## config.mk

```make
export PLATFORM = sky130hd
export DESIGN_NAME = scct_uart
export DESIGN_NICKNAME = d
export VERILOG_FILES = /design/src/common/scct_pkg.sv /design/src/hdl/scct_tick.sv /design/src/hdl/scct_uart.sv
export SDC_FILE = /design/constraint.sdc
export NUM_CORES = 1
export LEC_CHECK = 0
export ABC_CLOCK_PERIOD_IN_PS = 106500
export BUFFER_PORTS_ARGS = -buffer_cell sky130_fd_sc_hd__buf_2
export CORE_AREA = 2 2 176 178
export DETAILED_ROUTE_END_ITERATION = 16
export DIE_AREA = 0 0 178 180
export GPL_TIMING_DRIVEN = 0
export PLACE_DENSITY = 0.84
export RECOVER_POWER = 50
export SLEW_MARGIN = 20
export SYNTH_ARGS = -nofsm -noshare
export SYNTH_HDL_FRONTEND = slang
export SYNTH_SLANG_ARGS = --single-unit
```

## constraint.sdc

```tcl
create_clock -name ref_clk -period 106.5 [get_ports ref_clk]
set_input_delay 15.975 -clock ref_clk [delete_from_list [all_inputs] [get_ports ref_clk]]
set_output_delay 15.975 -clock ref_clk [all_outputs]
set_load 0.02 [all_outputs]
```

## src/common/scct_pkg.sv

```systemverilog
`default_nettype none
package scct_pkg;
	// ***************************************************************
	// clocking and timing
	// ***************************************************************
	localparam int unsigned CLK_HZ = 250_000_000;
	localparam int unsigned OVERSAMPLE = 16;
	localparam logic [3:0] TICK_LAST = 4'hf;
	localparam logic [3:0] TICK_MID = 4'h7;

	// ***************************************************************
	// register offsets (byte addresses)
	// ***************************************************************
	localparam logic [7:0] OFF_CFG = 8'h00;
	localparam logic [7:0] OFF_STATUS = 8'h04;
	localparam logic [7:0] OFF_TXDATA = 8'h08;
	localparam logic [7:0] OFF_RXDATA = 8'h0c;
	localparam logic [7:0] OFF_IRQ_STAT = 8'h10;
	localparam logic [7:0] OFF_IRQ_MASK = 8'h14;

	// ***************************************************************
	// configuration field layout and update-enable positions
	// ***************************************************************
	localparam int unsigned CFG_W = 9;
	localparam int unsigned UPD_LSB = 16;
	localparam int unsigned UPD_HS = 0;
	localparam int unsigned UPD_BAUD = 1;
	localparam int unsigned UPD_LEN = 2;
	localparam int unsigned UPD_PAR = 3;
	localparam int unsigned UPD_STOP = 4;
	localparam int unsigned UPD_ROLE = 5;

	// baud selector codes
	localparam logic [2:0] BAUD_300 = 3'h0;
	localparam logic [2:0] BAUD_600 = 3'h1;
	localparam logic [2:0] BAUD_1200 = 3'h2;
	localparam logic [2:0] BAUD_2400 = 3'h3;
	localparam logic [2:0] BAUD_4800 = 3'h4;
	localparam logic [2:0] BAUD_9600 = 3'h5;

	// parity codes
	localparam logic [1:0] PAR_NONE = 2'h0;
	localparam logic [1:0] PAR_EVEN = 2'h1;
	localparam logic [1:0] PAR_ODD = 2'h2;

	// flow-control characters
	localparam logic [7:0] CHR_XON = 8'h11;
	localparam logic [7:0] CHR_XOFF = 8'h13;

	// interrupt bit positions
	localparam int unsigned IRQ_W = 5;
	localparam int unsigned IRQ_RX = 0;
	localparam int unsigned IRQ_TX = 1;
	localparam int unsigned IRQ_PERR = 2;
	localparam int unsigned IRQ_FERR = 3;
	localparam int unsigned IRQ_OVR = 4;

	typedef struct packed {
		logic role_modem;    // 0 terminal role, 1 modem role
		logic stop2;         // 0 one stop bit, 1 two
		logic [1:0] parity_operand;
		logic len8;          // 0 seven bits, 1 eight bits
		logic [2:0] baud;
		logic flow;          // 0 one-character hardware, 1 xon/xoff
	} scct_cfg_t;

	localparam scct_cfg_t CFG_RESET = '{role_modem: 1'b0, stop2: 1'b1,
		parity_operand: PAR_NONE, len8: 1'b1, baud: BAUD_9600, flow: 1'b0};

	// one bit per rs-232 line, used for inputs, outputs and enables
	typedef struct packed {
		logic txd;
		logic rxd;
		logic dtr;
		logic dsr;
		logic rts;
		logic cts;
	} scct_line_t;

	typedef enum logic [2:0] {
		ST_IDLE = 3'b000,
		ST_START = 3'b001,
		ST_DATA = 3'b010,
		ST_PAR = 3'b011,
		ST_STOP = 3'b100
	} scct_fsm_t;

	// 16x tick divisor for a baud selector
	// clk_hz is the clock rate the divisor is reckoned against
	function automatic logic [15:0] scct_div(input logic [2:0] sel, input int unsigned clk_hz);
		int unsigned baud;
		case (sel)
			BAUD_300: baud = 300;
			BAUD_600: baud = 600;
			BAUD_1200: baud = 1200;
			BAUD_2400: baud = 2400;
			BAUD_4800: baud = 4800;
			default: baud = 9600;
		endcase
		return 16'(clk_hz / (OVERSAMPLE * baud));
	endfunction : scct_div

	// parity bit over the active character length
	function automatic logic scct_par(input logic [7:0] d, input logic len8,
		input logic [1:0] mode);
		logic p;
		p = ^{d[7] & len8, d[6:0]};
		return (mode == PAR_ODD) ? ~p : p;
	endfunction : scct_par
endpackage : scct_pkg
`default_nettype wire

```

## src/hdl/scct_tick.sv

```systemverilog
`timescale 1ns/1ns
`default_nettype none
module scct_tick (
	input wire logic ref_clk,
	input wire logic rst_n,
	input wire logic [15:0] divisor,
	output logic tick
);
	import scct_pkg::*;

	typedef struct packed {
		logic [15:0] cnt;
		logic tick;
	} scct_tick_st_t;

	scct_tick_st_t s_q;
	scct_tick_st_t s_d;

	// free-running divider; a baud change applies at once, cutting or stretching the period under way
	always_comb begin
		s_d = s_q;
		s_d.tick = 1'b0;
		if (s_q.cnt >= divisor - 16'h0001) begin
			s_d.cnt = 16'h0000;
			s_d.tick = 1'b1;
		end else begin
			s_d.cnt = s_q.cnt + 16'h0001;
		end
	end

	always_ff @(posedge ref_clk or negedge rst_n) begin
		if (!rst_n) begin
			s_q <= '0;
		end else begin
			s_q <= s_d;
		end
	end

	assign tick = s_q.tick;
endmodule : scct_tick
`default_nettype wire

```

## src/hdl/scct_uart.sv

```systemverilog
// Contract
// - after reset the channel runs hardware one-character handshake, 9600 baud, 8 bits, no parity, 2 stops.
// - a configuration write selects hardware one-character or xon/xoff flow handshaking.
// - baud rates 300 to 9600 are selectable and bit timing follows the selected rate.
// - character length is 7 or 8 data bits.
// - parity is none, even or odd, generated on transmit and checked on receive.
// - one or two stop bits are sent per character.
// - settings left out of a configuration write keep their current value, which reads back.
// - each link line is driven by only one end.
// - one end is in terminal role and the other in modem role.
// - changing role swaps the direction of each paired line, keeping its meaning.
// - terminal role sends on TxD and receives on RxD; modem role the reverse.
// - hardware mode ignores xon/xoff; flow mode pauses and resumes sending on them.
// - the readiness line is held asserted from reset; no data moves while either is inactive.
// - under hardware handshake each character waits for the far end's permission line.
`timescale 1ns/1ns
`default_nettype none
module scct_uart #(
	// clock rate the baud divisors are reckoned from
	parameter int unsigned CLK_FREQ = scct_pkg::CLK_HZ
) (
	input wire logic ref_clk,
	input wire logic rst_n,
	input wire logic [7:0] avs_address,
	input wire logic avs_read,
	input wire logic avs_write,
	input wire logic [31:0] avs_writedata,
	input wire logic [3:0] avs_byteenable,
	output logic [31:0] avs_readdata,
	output logic avs_waitrequest,
	input wire scct_pkg::scct_line_t line_i,
	output scct_pkg::scct_line_t line_o,
	output scct_pkg::scct_line_t line_oe,
	output logic irq
);
	import scct_pkg::*;

	typedef struct packed {
		scct_cfg_t cfg;
		logic ack;
		logic [31:0] rdata;
		scct_line_t sync1;
		scct_line_t sync2;
		scct_fsm_t tx_st;
		logic [3:0] tx_tick;
		logic [3:0] tx_bit;
		logic [7:0] tx_sh;
		logic tx_par;
		logic tx_full;
		logic [7:0] tx_hold;
		logic tx_line;
		scct_fsm_t rx_st;
		logic [3:0] rx_tick;
		logic [3:0] rx_bit;
		logic [7:0] rx_sh;
		logic rx_par;
		logic rx_full;
		logic [7:0] rx_buf;
		logic xoff;
		logic [IRQ_W-1:0] irq_st;
		logic [IRQ_W-1:0] irq_mask;
	} scct_uart_st_t;

	scct_uart_st_t s_q;
	scct_uart_st_t s_d;
	logic tick;
	logic data_in;
	logic peer_ready;
	logic peer_permit;
	logic tx_go;
	logic [3:0] last_bit;
	logic [IRQ_W-1:0] ev;
	logic [7:0] rx_char;
	logic wr_hit;
	logic rd_hit;

	// ***************************************************************
	// 16x oversampling tick at the selected rate
	// ***************************************************************
	scct_tick u_tick (
		.ref_clk(ref_clk),
		.rst_n(rst_n),
		.divisor(scct_div(s_q.cfg.baud, CLK_FREQ)),
		.tick(tick)
	);

	// ***************************************************************
	// link side: role selects which paired line is ours
	// ***************************************************************
	// the received line of each pair is the one the far end drives
	always_comb begin
		data_in = s_q.cfg.role_modem ? s_q.sync2.txd : s_q.sync2.rxd;
		peer_ready = s_q.cfg.role_modem ? s_q.sync2.dtr : s_q.sync2.dsr;
		peer_permit = s_q.cfg.role_modem ? s_q.sync2.rts : s_q.sync2.cts;
	end

	// same meaning on both lines of a pair; only the enable differs by role
	always_comb begin
		line_o.txd = s_q.tx_line;
		line_o.rxd = s_q.tx_line;
		line_o.dtr = 1'b1;
		line_o.dsr = 1'b1;
		line_o.rts = ~s_q.rx_full;
		line_o.cts = ~s_q.rx_full;
		line_oe.txd = ~s_q.cfg.role_modem;
		line_oe.dtr = ~s_q.cfg.role_modem;
		line_oe.rts = ~s_q.cfg.role_modem;
		line_oe.rxd = s_q.cfg.role_modem;
		line_oe.dsr = s_q.cfg.role_modem;
		line_oe.cts = s_q.cfg.role_modem;
	end

	// a character may leave only while both ends are ready
	assign last_bit = s_q.cfg.len8 ? 4'h7 : 4'h6;
	assign tx_go = s_q.tx_full && peer_ready
		&& (s_q.cfg.flow ? ~s_q.xoff : peer_permit);
	assign rx_char = s_q.cfg.len8 ? s_q.rx_sh : {1'b0, s_q.rx_sh[7:1]};

	// ***************************************************************
	// avalon slave: two-cycle access, answer on the second
	// ***************************************************************
	assign avs_waitrequest = (avs_read | avs_write) & ~s_q.ack;
	assign avs_readdata = s_q.rdata;
	assign wr_hit = avs_write & s_q.ack & (avs_byteenable != 4'h0);
	assign rd_hit = avs_read & s_q.ack;
	assign irq = |(s_q.irq_st & s_q.irq_mask);

	// ***************************************************************
	// next-state logic
	// ***************************************************************
	always_comb begin
		s_d = s_q;
		ev = '0;
		// two-stage synchroniser for every pin input
		s_d.sync1 = line_i;
		s_d.sync2 = s_q.sync1;

		// bus handshake and read data capture
		s_d.ack = (avs_read | avs_write) & ~s_q.ack;
		if (avs_read & ~s_q.ack) begin
			case (avs_address)
				OFF_CFG: s_d.rdata = {23'h0, s_q.cfg};
				OFF_STATUS: s_d.rdata = {26'h0, peer_permit, peer_ready,
					s_q.xoff, s_q.rx_full, s_q.tx_full,
					s_q.tx_st != ST_IDLE};
				OFF_RXDATA: s_d.rdata = {24'h0, s_q.rx_buf};
				OFF_IRQ_STAT: s_d.rdata = {27'h0, s_q.irq_st};
				OFF_IRQ_MASK: s_d.rdata = {27'h0, s_q.irq_mask};
				default: s_d.rdata = 32'h0;
			endcase
		end

		// register writes; omitted fields are kept as they are
		if (wr_hit) begin
			case (avs_address)
				OFF_CFG: begin
					if (avs_writedata[UPD_LSB+UPD_HS]) begin
						s_d.cfg.flow = avs_writedata[0];
					end
					if (avs_writedata[UPD_LSB+UPD_BAUD] && avs_writedata[3:1] <= BAUD_9600) begin
						s_d.cfg.baud = avs_writedata[3:1];
					end
					if (avs_writedata[UPD_LSB+UPD_LEN]) begin
						s_d.cfg.len8 = avs_writedata[4];
					end
					if (avs_writedata[UPD_LSB+UPD_PAR] && avs_writedata[6:5] != 2'h3) begin
						s_d.cfg.parity_operand = avs_writedata[6:5];
					end
					if (avs_writedata[UPD_LSB+UPD_STOP]) begin
						s_d.cfg.stop2 = avs_writedata[7];
					end
					if (avs_writedata[UPD_LSB+UPD_ROLE]) begin
						s_d.cfg.role_modem = avs_writedata[8];
					end
				end
				OFF_TXDATA: begin
					// a write while the holding byte is full is dropped
					if (!s_q.tx_full) begin
						s_d.tx_hold = avs_writedata[7:0];
						s_d.tx_full = 1'b1;
					end
				end
				OFF_IRQ_MASK: s_d.irq_mask = avs_writedata[IRQ_W-1:0];
				default: ;
			endcase
		end
		if (rd_hit && avs_address == OFF_RXDATA) begin
			s_d.rx_full = 1'b0;
		end

		// ***************************************************************
		// transmitter
		// ***************************************************************
		if (tick) begin
			case (s_q.tx_st)
				ST_IDLE: begin
					s_d.tx_line = 1'b1;
					if (tx_go) begin
						s_d.tx_st = ST_START;
						s_d.tx_line = 1'b0;
						s_d.tx_sh = s_q.tx_hold;
						s_d.tx_par = scct_par(s_q.tx_hold, s_q.cfg.len8,
							s_q.cfg.parity_operand);
						s_d.tx_full = 1'b0;
						s_d.tx_tick = 4'h0;
						s_d.tx_bit = 4'h0;
					end
				end
				ST_START: begin
					s_d.tx_tick = s_q.tx_tick + 4'h1;
					if (s_q.tx_tick == TICK_LAST) begin
						s_d.tx_st = ST_DATA;
						s_d.tx_line = s_q.tx_sh[0];
					end
				end
				ST_DATA: begin
					s_d.tx_tick = s_q.tx_tick + 4'h1;
					if (s_q.tx_tick == TICK_LAST) begin
						s_d.tx_sh = {1'b0, s_q.tx_sh[7:1]};
						s_d.tx_bit = s_q.tx_bit + 4'h1;
						s_d.tx_line = s_q.tx_sh[1];
						if (s_q.tx_bit == last_bit) begin
							s_d.tx_bit = 4'h0;
							if (s_q.cfg.parity_operand != PAR_NONE) begin
								s_d.tx_st = ST_PAR;
								s_d.tx_line = s_q.tx_par;
							end else begin
								s_d.tx_st = ST_STOP;
								s_d.tx_line = 1'b1;
							end
						end
					end
				end
				ST_PAR: begin
					s_d.tx_tick = s_q.tx_tick + 4'h1;
					if (s_q.tx_tick == TICK_LAST) begin
						s_d.tx_st = ST_STOP;
						s_d.tx_line = 1'b1;
					end
				end
				ST_STOP: begin
					s_d.tx_tick = s_q.tx_tick + 4'h1;
					if (s_q.tx_tick == TICK_LAST) begin
						// second stop bit only when selected
						if (s_q.cfg.stop2 && s_q.tx_bit == 4'h0) begin
							s_d.tx_bit = 4'h1;
						end else begin
							s_d.tx_st = ST_IDLE;
							ev[IRQ_TX] = 1'b1;
						end
					end
				end
				default: s_d.tx_st = ST_IDLE;
			endcase
		end

		// ***************************************************************
		// receiver, 16x oversampled
		// ***************************************************************
		if (tick) begin
			case (s_q.rx_st)
				ST_IDLE: begin
					if (!data_in) begin
						s_d.rx_st = ST_START;
						s_d.rx_tick = 4'h0;
						s_d.rx_bit = 4'h0;
					end
				end
				ST_START: begin
					s_d.rx_tick = s_q.rx_tick + 4'h1;
					if (s_q.rx_tick == TICK_MID) begin
						// a glitch shorter than half a bit is not a start
						s_d.rx_st = data_in ? ST_IDLE : ST_DATA;
						s_d.rx_tick = 4'h0;
					end
				end
				ST_DATA: begin
					s_d.rx_tick = s_q.rx_tick + 4'h1;
					if (s_q.rx_tick == TICK_LAST) begin
						s_d.rx_sh = {data_in, s_q.rx_sh[7:1]};
						s_d.rx_bit = s_q.rx_bit + 4'h1;
						if (s_q.rx_bit == last_bit) begin
							s_d.rx_st = (s_q.cfg.parity_operand != PAR_NONE)
								? ST_PAR : ST_STOP;
						end
					end
				end
				ST_PAR: begin
					s_d.rx_tick = s_q.rx_tick + 4'h1;
					if (s_q.rx_tick == TICK_LAST) begin
						s_d.rx_par = data_in;
						s_d.rx_st = ST_STOP;
					end
				end
				ST_STOP: begin
					s_d.rx_tick = s_q.rx_tick + 4'h1;
					if (s_q.rx_tick == TICK_LAST) begin
						// only the first stop bit is checked
						s_d.rx_st = ST_IDLE;
						ev[IRQ_FERR] = ~data_in;
						ev[IRQ_PERR] = (s_q.cfg.parity_operand != PAR_NONE)
							&& (s_q.rx_par != scct_par(rx_char, s_q.cfg.len8,
							s_q.cfg.parity_operand));
						if (!peer_ready) begin
							// characters arriving without readiness are discarded
						end else if (s_q.cfg.flow && rx_char == CHR_XOFF) begin
							s_d.xoff = 1'b1;
						end else if (s_q.cfg.flow && rx_char == CHR_XON) begin
							s_d.xoff = 1'b0;
						end else if (s_d.rx_full) begin
							ev[IRQ_OVR] = 1'b1;
						end else begin
							s_d.rx_buf = rx_char;
							s_d.rx_full = 1'b1;
							ev[IRQ_RX] = 1'b1;
						end
					end
				end
				default: s_d.rx_st = ST_IDLE;
			endcase
		end
		// leaving flow mode drops any pause in force
		if (!s_d.cfg.flow) begin
			s_d.xoff = 1'b0;
		end

		// ***************************************************************
		// interrupt status: write one to clear, a new event wins
		// ***************************************************************
		if (wr_hit && avs_address == OFF_IRQ_STAT) begin
			s_d.irq_st = s_q.irq_st & ~avs_writedata[IRQ_W-1:0];
		end
		s_d.irq_st = s_d.irq_st | ev;
	end

	// ***************************************************************
	// state register
	// ***************************************************************
	always_ff @(posedge ref_clk or negedge rst_n) begin
		if (!rst_n) begin
			s_q <= '0;
			s_q.cfg <= CFG_RESET;
			s_q.sync1 <= '1;
			s_q.sync2 <= '1;
			s_q.tx_st <= ST_IDLE;
			s_q.rx_st <= ST_IDLE;
			s_q.tx_line <= 1'b1;
		end else begin
			s_q <= s_d;
		end
	end
endmodule : scct_uart
`default_nettype wire

```

==> run summary <==
status: finished with violations
violated checks: max-capacitance violations, max-slew violations
Slew Viols, Final: 121
Core Area: 30190 µm²
fin crit share: 47.03%
# rows: 64
CTS tree: yes
Final setup viols: 0
Layout Nets: 2707
sequential cell area: 2974 µm²
initial antenna violation count: 0
grt total ovfl: 0
Antenna Nets Post-Route: 0
kind of critical path: reg -> reg
met3 WL post-DR: 4973 µm
clk sinks: 118
vias in the first global route: 18399
area delta synth->final: 8.266%
worst reg-to-reg setup slack: 56.41 ns
CTS H-tree depth: 4
post-synth cell types: 111
Yosys top cell area share: 14.09%
Num CTS Buffers: 17
pin count of the biggest net entering global routing: 75
Iter 0 DRT Violations: 2008
post-layout minimum cycle time: 50.09 ns
M1 WL: 23320 µm
cts hold-fix bufs: 0
leading register cell type out of synthesis: dfrtp_1
I/O Pins: 100
cts repair resizes: 0
max-cap violations: 2
width of the die: 178 µm
RSZ-0062 raised after global routing: no
n_diodes: 0
startpoint types: flop
actual slew at the worst max-slew pin: 3.711 ns
area of the multi-input gates: 14100 µm²
most used cell, CP: a21oi_1
Syn Area/Cell: 7.572 µm²
FMAX: 19.96 MHz
Clock transition at path regs: 0.06 ns
layout cells sized above 1: 11.54%
total wire length: 57560 µm
register bit total from synthesis: 118
Filler Cells Inserted: 2571
CP peak stage delay: 0.85 ns
Post-synth EDFFs: 0
Worst Path Max Fanout: 18
CP Capture Type: flop
wire length per cell: 19.97 µm
Yosys warning count: 0
initial core utilization: 59.42%
Initial DRT Pass Iterations: 5
setup TNS: 0 ns
Clock Latency Late Sink: 0.42 ns
Non-Filler Instances: 2883
CP max-delay cell: nand2_1
Setup WS post-layout: 56.41 ns
clk root buf: clkbuf_16
Relative slew margins: -147.4%
Die ar.: 32040 µm²
final routed DRC violation total: 0
Synth async-reset ratio: 100.0%
DP Cell Count: 2851
DR vias: 19265
Worst Hold Class: reg -> reg
Setup Fix Bufs, Post-CTS: 0
Area contributors post-synth: dfrtp_1 14%, ha_1 12%, a21oi_1 5.5%, nand2_1 5.0%, nor2_1 4.3%
first-pass GRT wire length: 92260 µm
post-DP HPWL: 43140 µm
gr usage total: 35.10%
Longest Clk Path Bufs: 2
Setup WS pre-CTS: 58.02 ns
sequential area share after synthesis: 16.58%
metal2 WL: 26770 µm
Fin Clk Skew: 0.008599 ns
Max Used Layer: met4
post-DR vias/cell: 6.682
Cells after Synth: 2369
arrival time at the worst endpoint: 50.44 ns
IO Port Bufs: 55
area leader, netlist: dfrtp_1
Mapped Area: 17940 µm²
GPL Wtd Cong: 0.9533
Final Hold Fails: 0
Util after Layout: 64.33%
Req. time, crit path: 106.84 ns
Die Ht: 180 µm
critical path, delay by kind of cell (launching register included):
family,cells,cell delay (ns)
simple gates,70,12.25
buf+inv,30,8.28
xor+xnor,2,0.34
fa+ha+maj,21,7.22
mux,8,2.45
compound gates,86,18.87
flops,1,0.55
state kept, by name (all words and copies together), names as in the netlist:
name / cells
u_tick.tick: 1
u_tick.s_q: 16
avs_readdata: 9
line_oe: 1
line_o: 1
s_q: 84
s_d: 6
cells in the mapped netlist, types with 56 or more instances:
cell type    n
clkbuf_1    71
nor3_1      56
a21oi_1    196
ha_1       179
nor2_1     205
xnor2_1     85
nand2_1    241
inv_1       71
nand3_1     74
a21o_1      74
dfrtp_1    101
o21ai_0    146
worst paths after layout:
path	start	to	depth (start not counted)
setup / recovery	s_q[118]	u_tick.s_q[10]	217
hold / removal	s_d[72]	s_q[72]	0
setup reg to reg	s_q[118]	u_tick.s_q[10]	217
hold reg to reg	s_d[72]	s_q[72]	0
max in group asynchronous	rst_n	s_q[1]	2
min in group asynchronous	rst_n	s_q[30]	1
cells by family after synthesis:
group	Yosys count	share of synthesized area, %
other	2	0.04187
buffers and inverters	217	5.587
xor gates and xnor gates	139	6.787
adders and majority gates	179	12.49
DFF	118	16.58
muxes	95	6.201
AOI/OAI and AO/OA	745	27.89
and+or+nand+nor	874	24.43
layer usage:
layer | GRT usage (%) | up-vias
met4 | 15.54 | 0
met1 | 44.89 | 9049
met2 | 58.36 | 1056
li1 | - | 8948
met3 | 5.161 | 212
met5 | 0 | -
layout make-up:
class	instances	area share, %
multi-input cells	2063	72.59
flip-flops and latches	118	15.31
plain buffers	136	3.602
well taps	396	2.551
clock buffers	17	2.191
inverters	81	1.566
repair buffers	57	1.482
clock inverters	15	0.7023
placed cells by master, fill, tap and decap left out, types with 19 or more instances in the layout:
| master | count |
|---|---|
| nand2_1 | 241 |
| nor2_1 | 204 |
| a21oi_1 | 195 |
| ha_1 | 179 |
| o21ai_0 | 146 |
| dfrtp_1 | 101 |
| xnor2_1 | 85 |
| a21o_1 | 74 |
| nand3_1 | 74 |
| clkbuf_1 | 73 |
| inv_1 | 71 |
| buf_2 | 61 |
| nor3_1 | 55 |
| xor2_1 | 54 |
| nand2b_1 | 54 |
| mux2_2 | 52 |
| buf_4 | 43 |
| nor2b_1 | 42 |
| nand4_1 | 40 |
| a31oi_1 | 39 |
| and3_1 | 33 |
| mux2i_1 | 32 |
| conb_1 | 31 |
| and2_1 | 24 |
| o21a_1 | 23 |
| o31ai_1 | 22 |
| o211ai_1 | 19 |
stage by stage:
stage / instance area, µm² / hold slack, ns
after floorplan: 18050 / 0.3452
after global routing: 19420 / 0.3576
final: 19420 / 0.3555
after global placement: 18820 / 0.3456
after detailed placement: 18870 / 0.3468
after CTS: 19430 / 0.3552
Power is left out: the tool's default activity adds up to more than one toggle a clock period on the data nets, which glitch-free logic cannot reach.
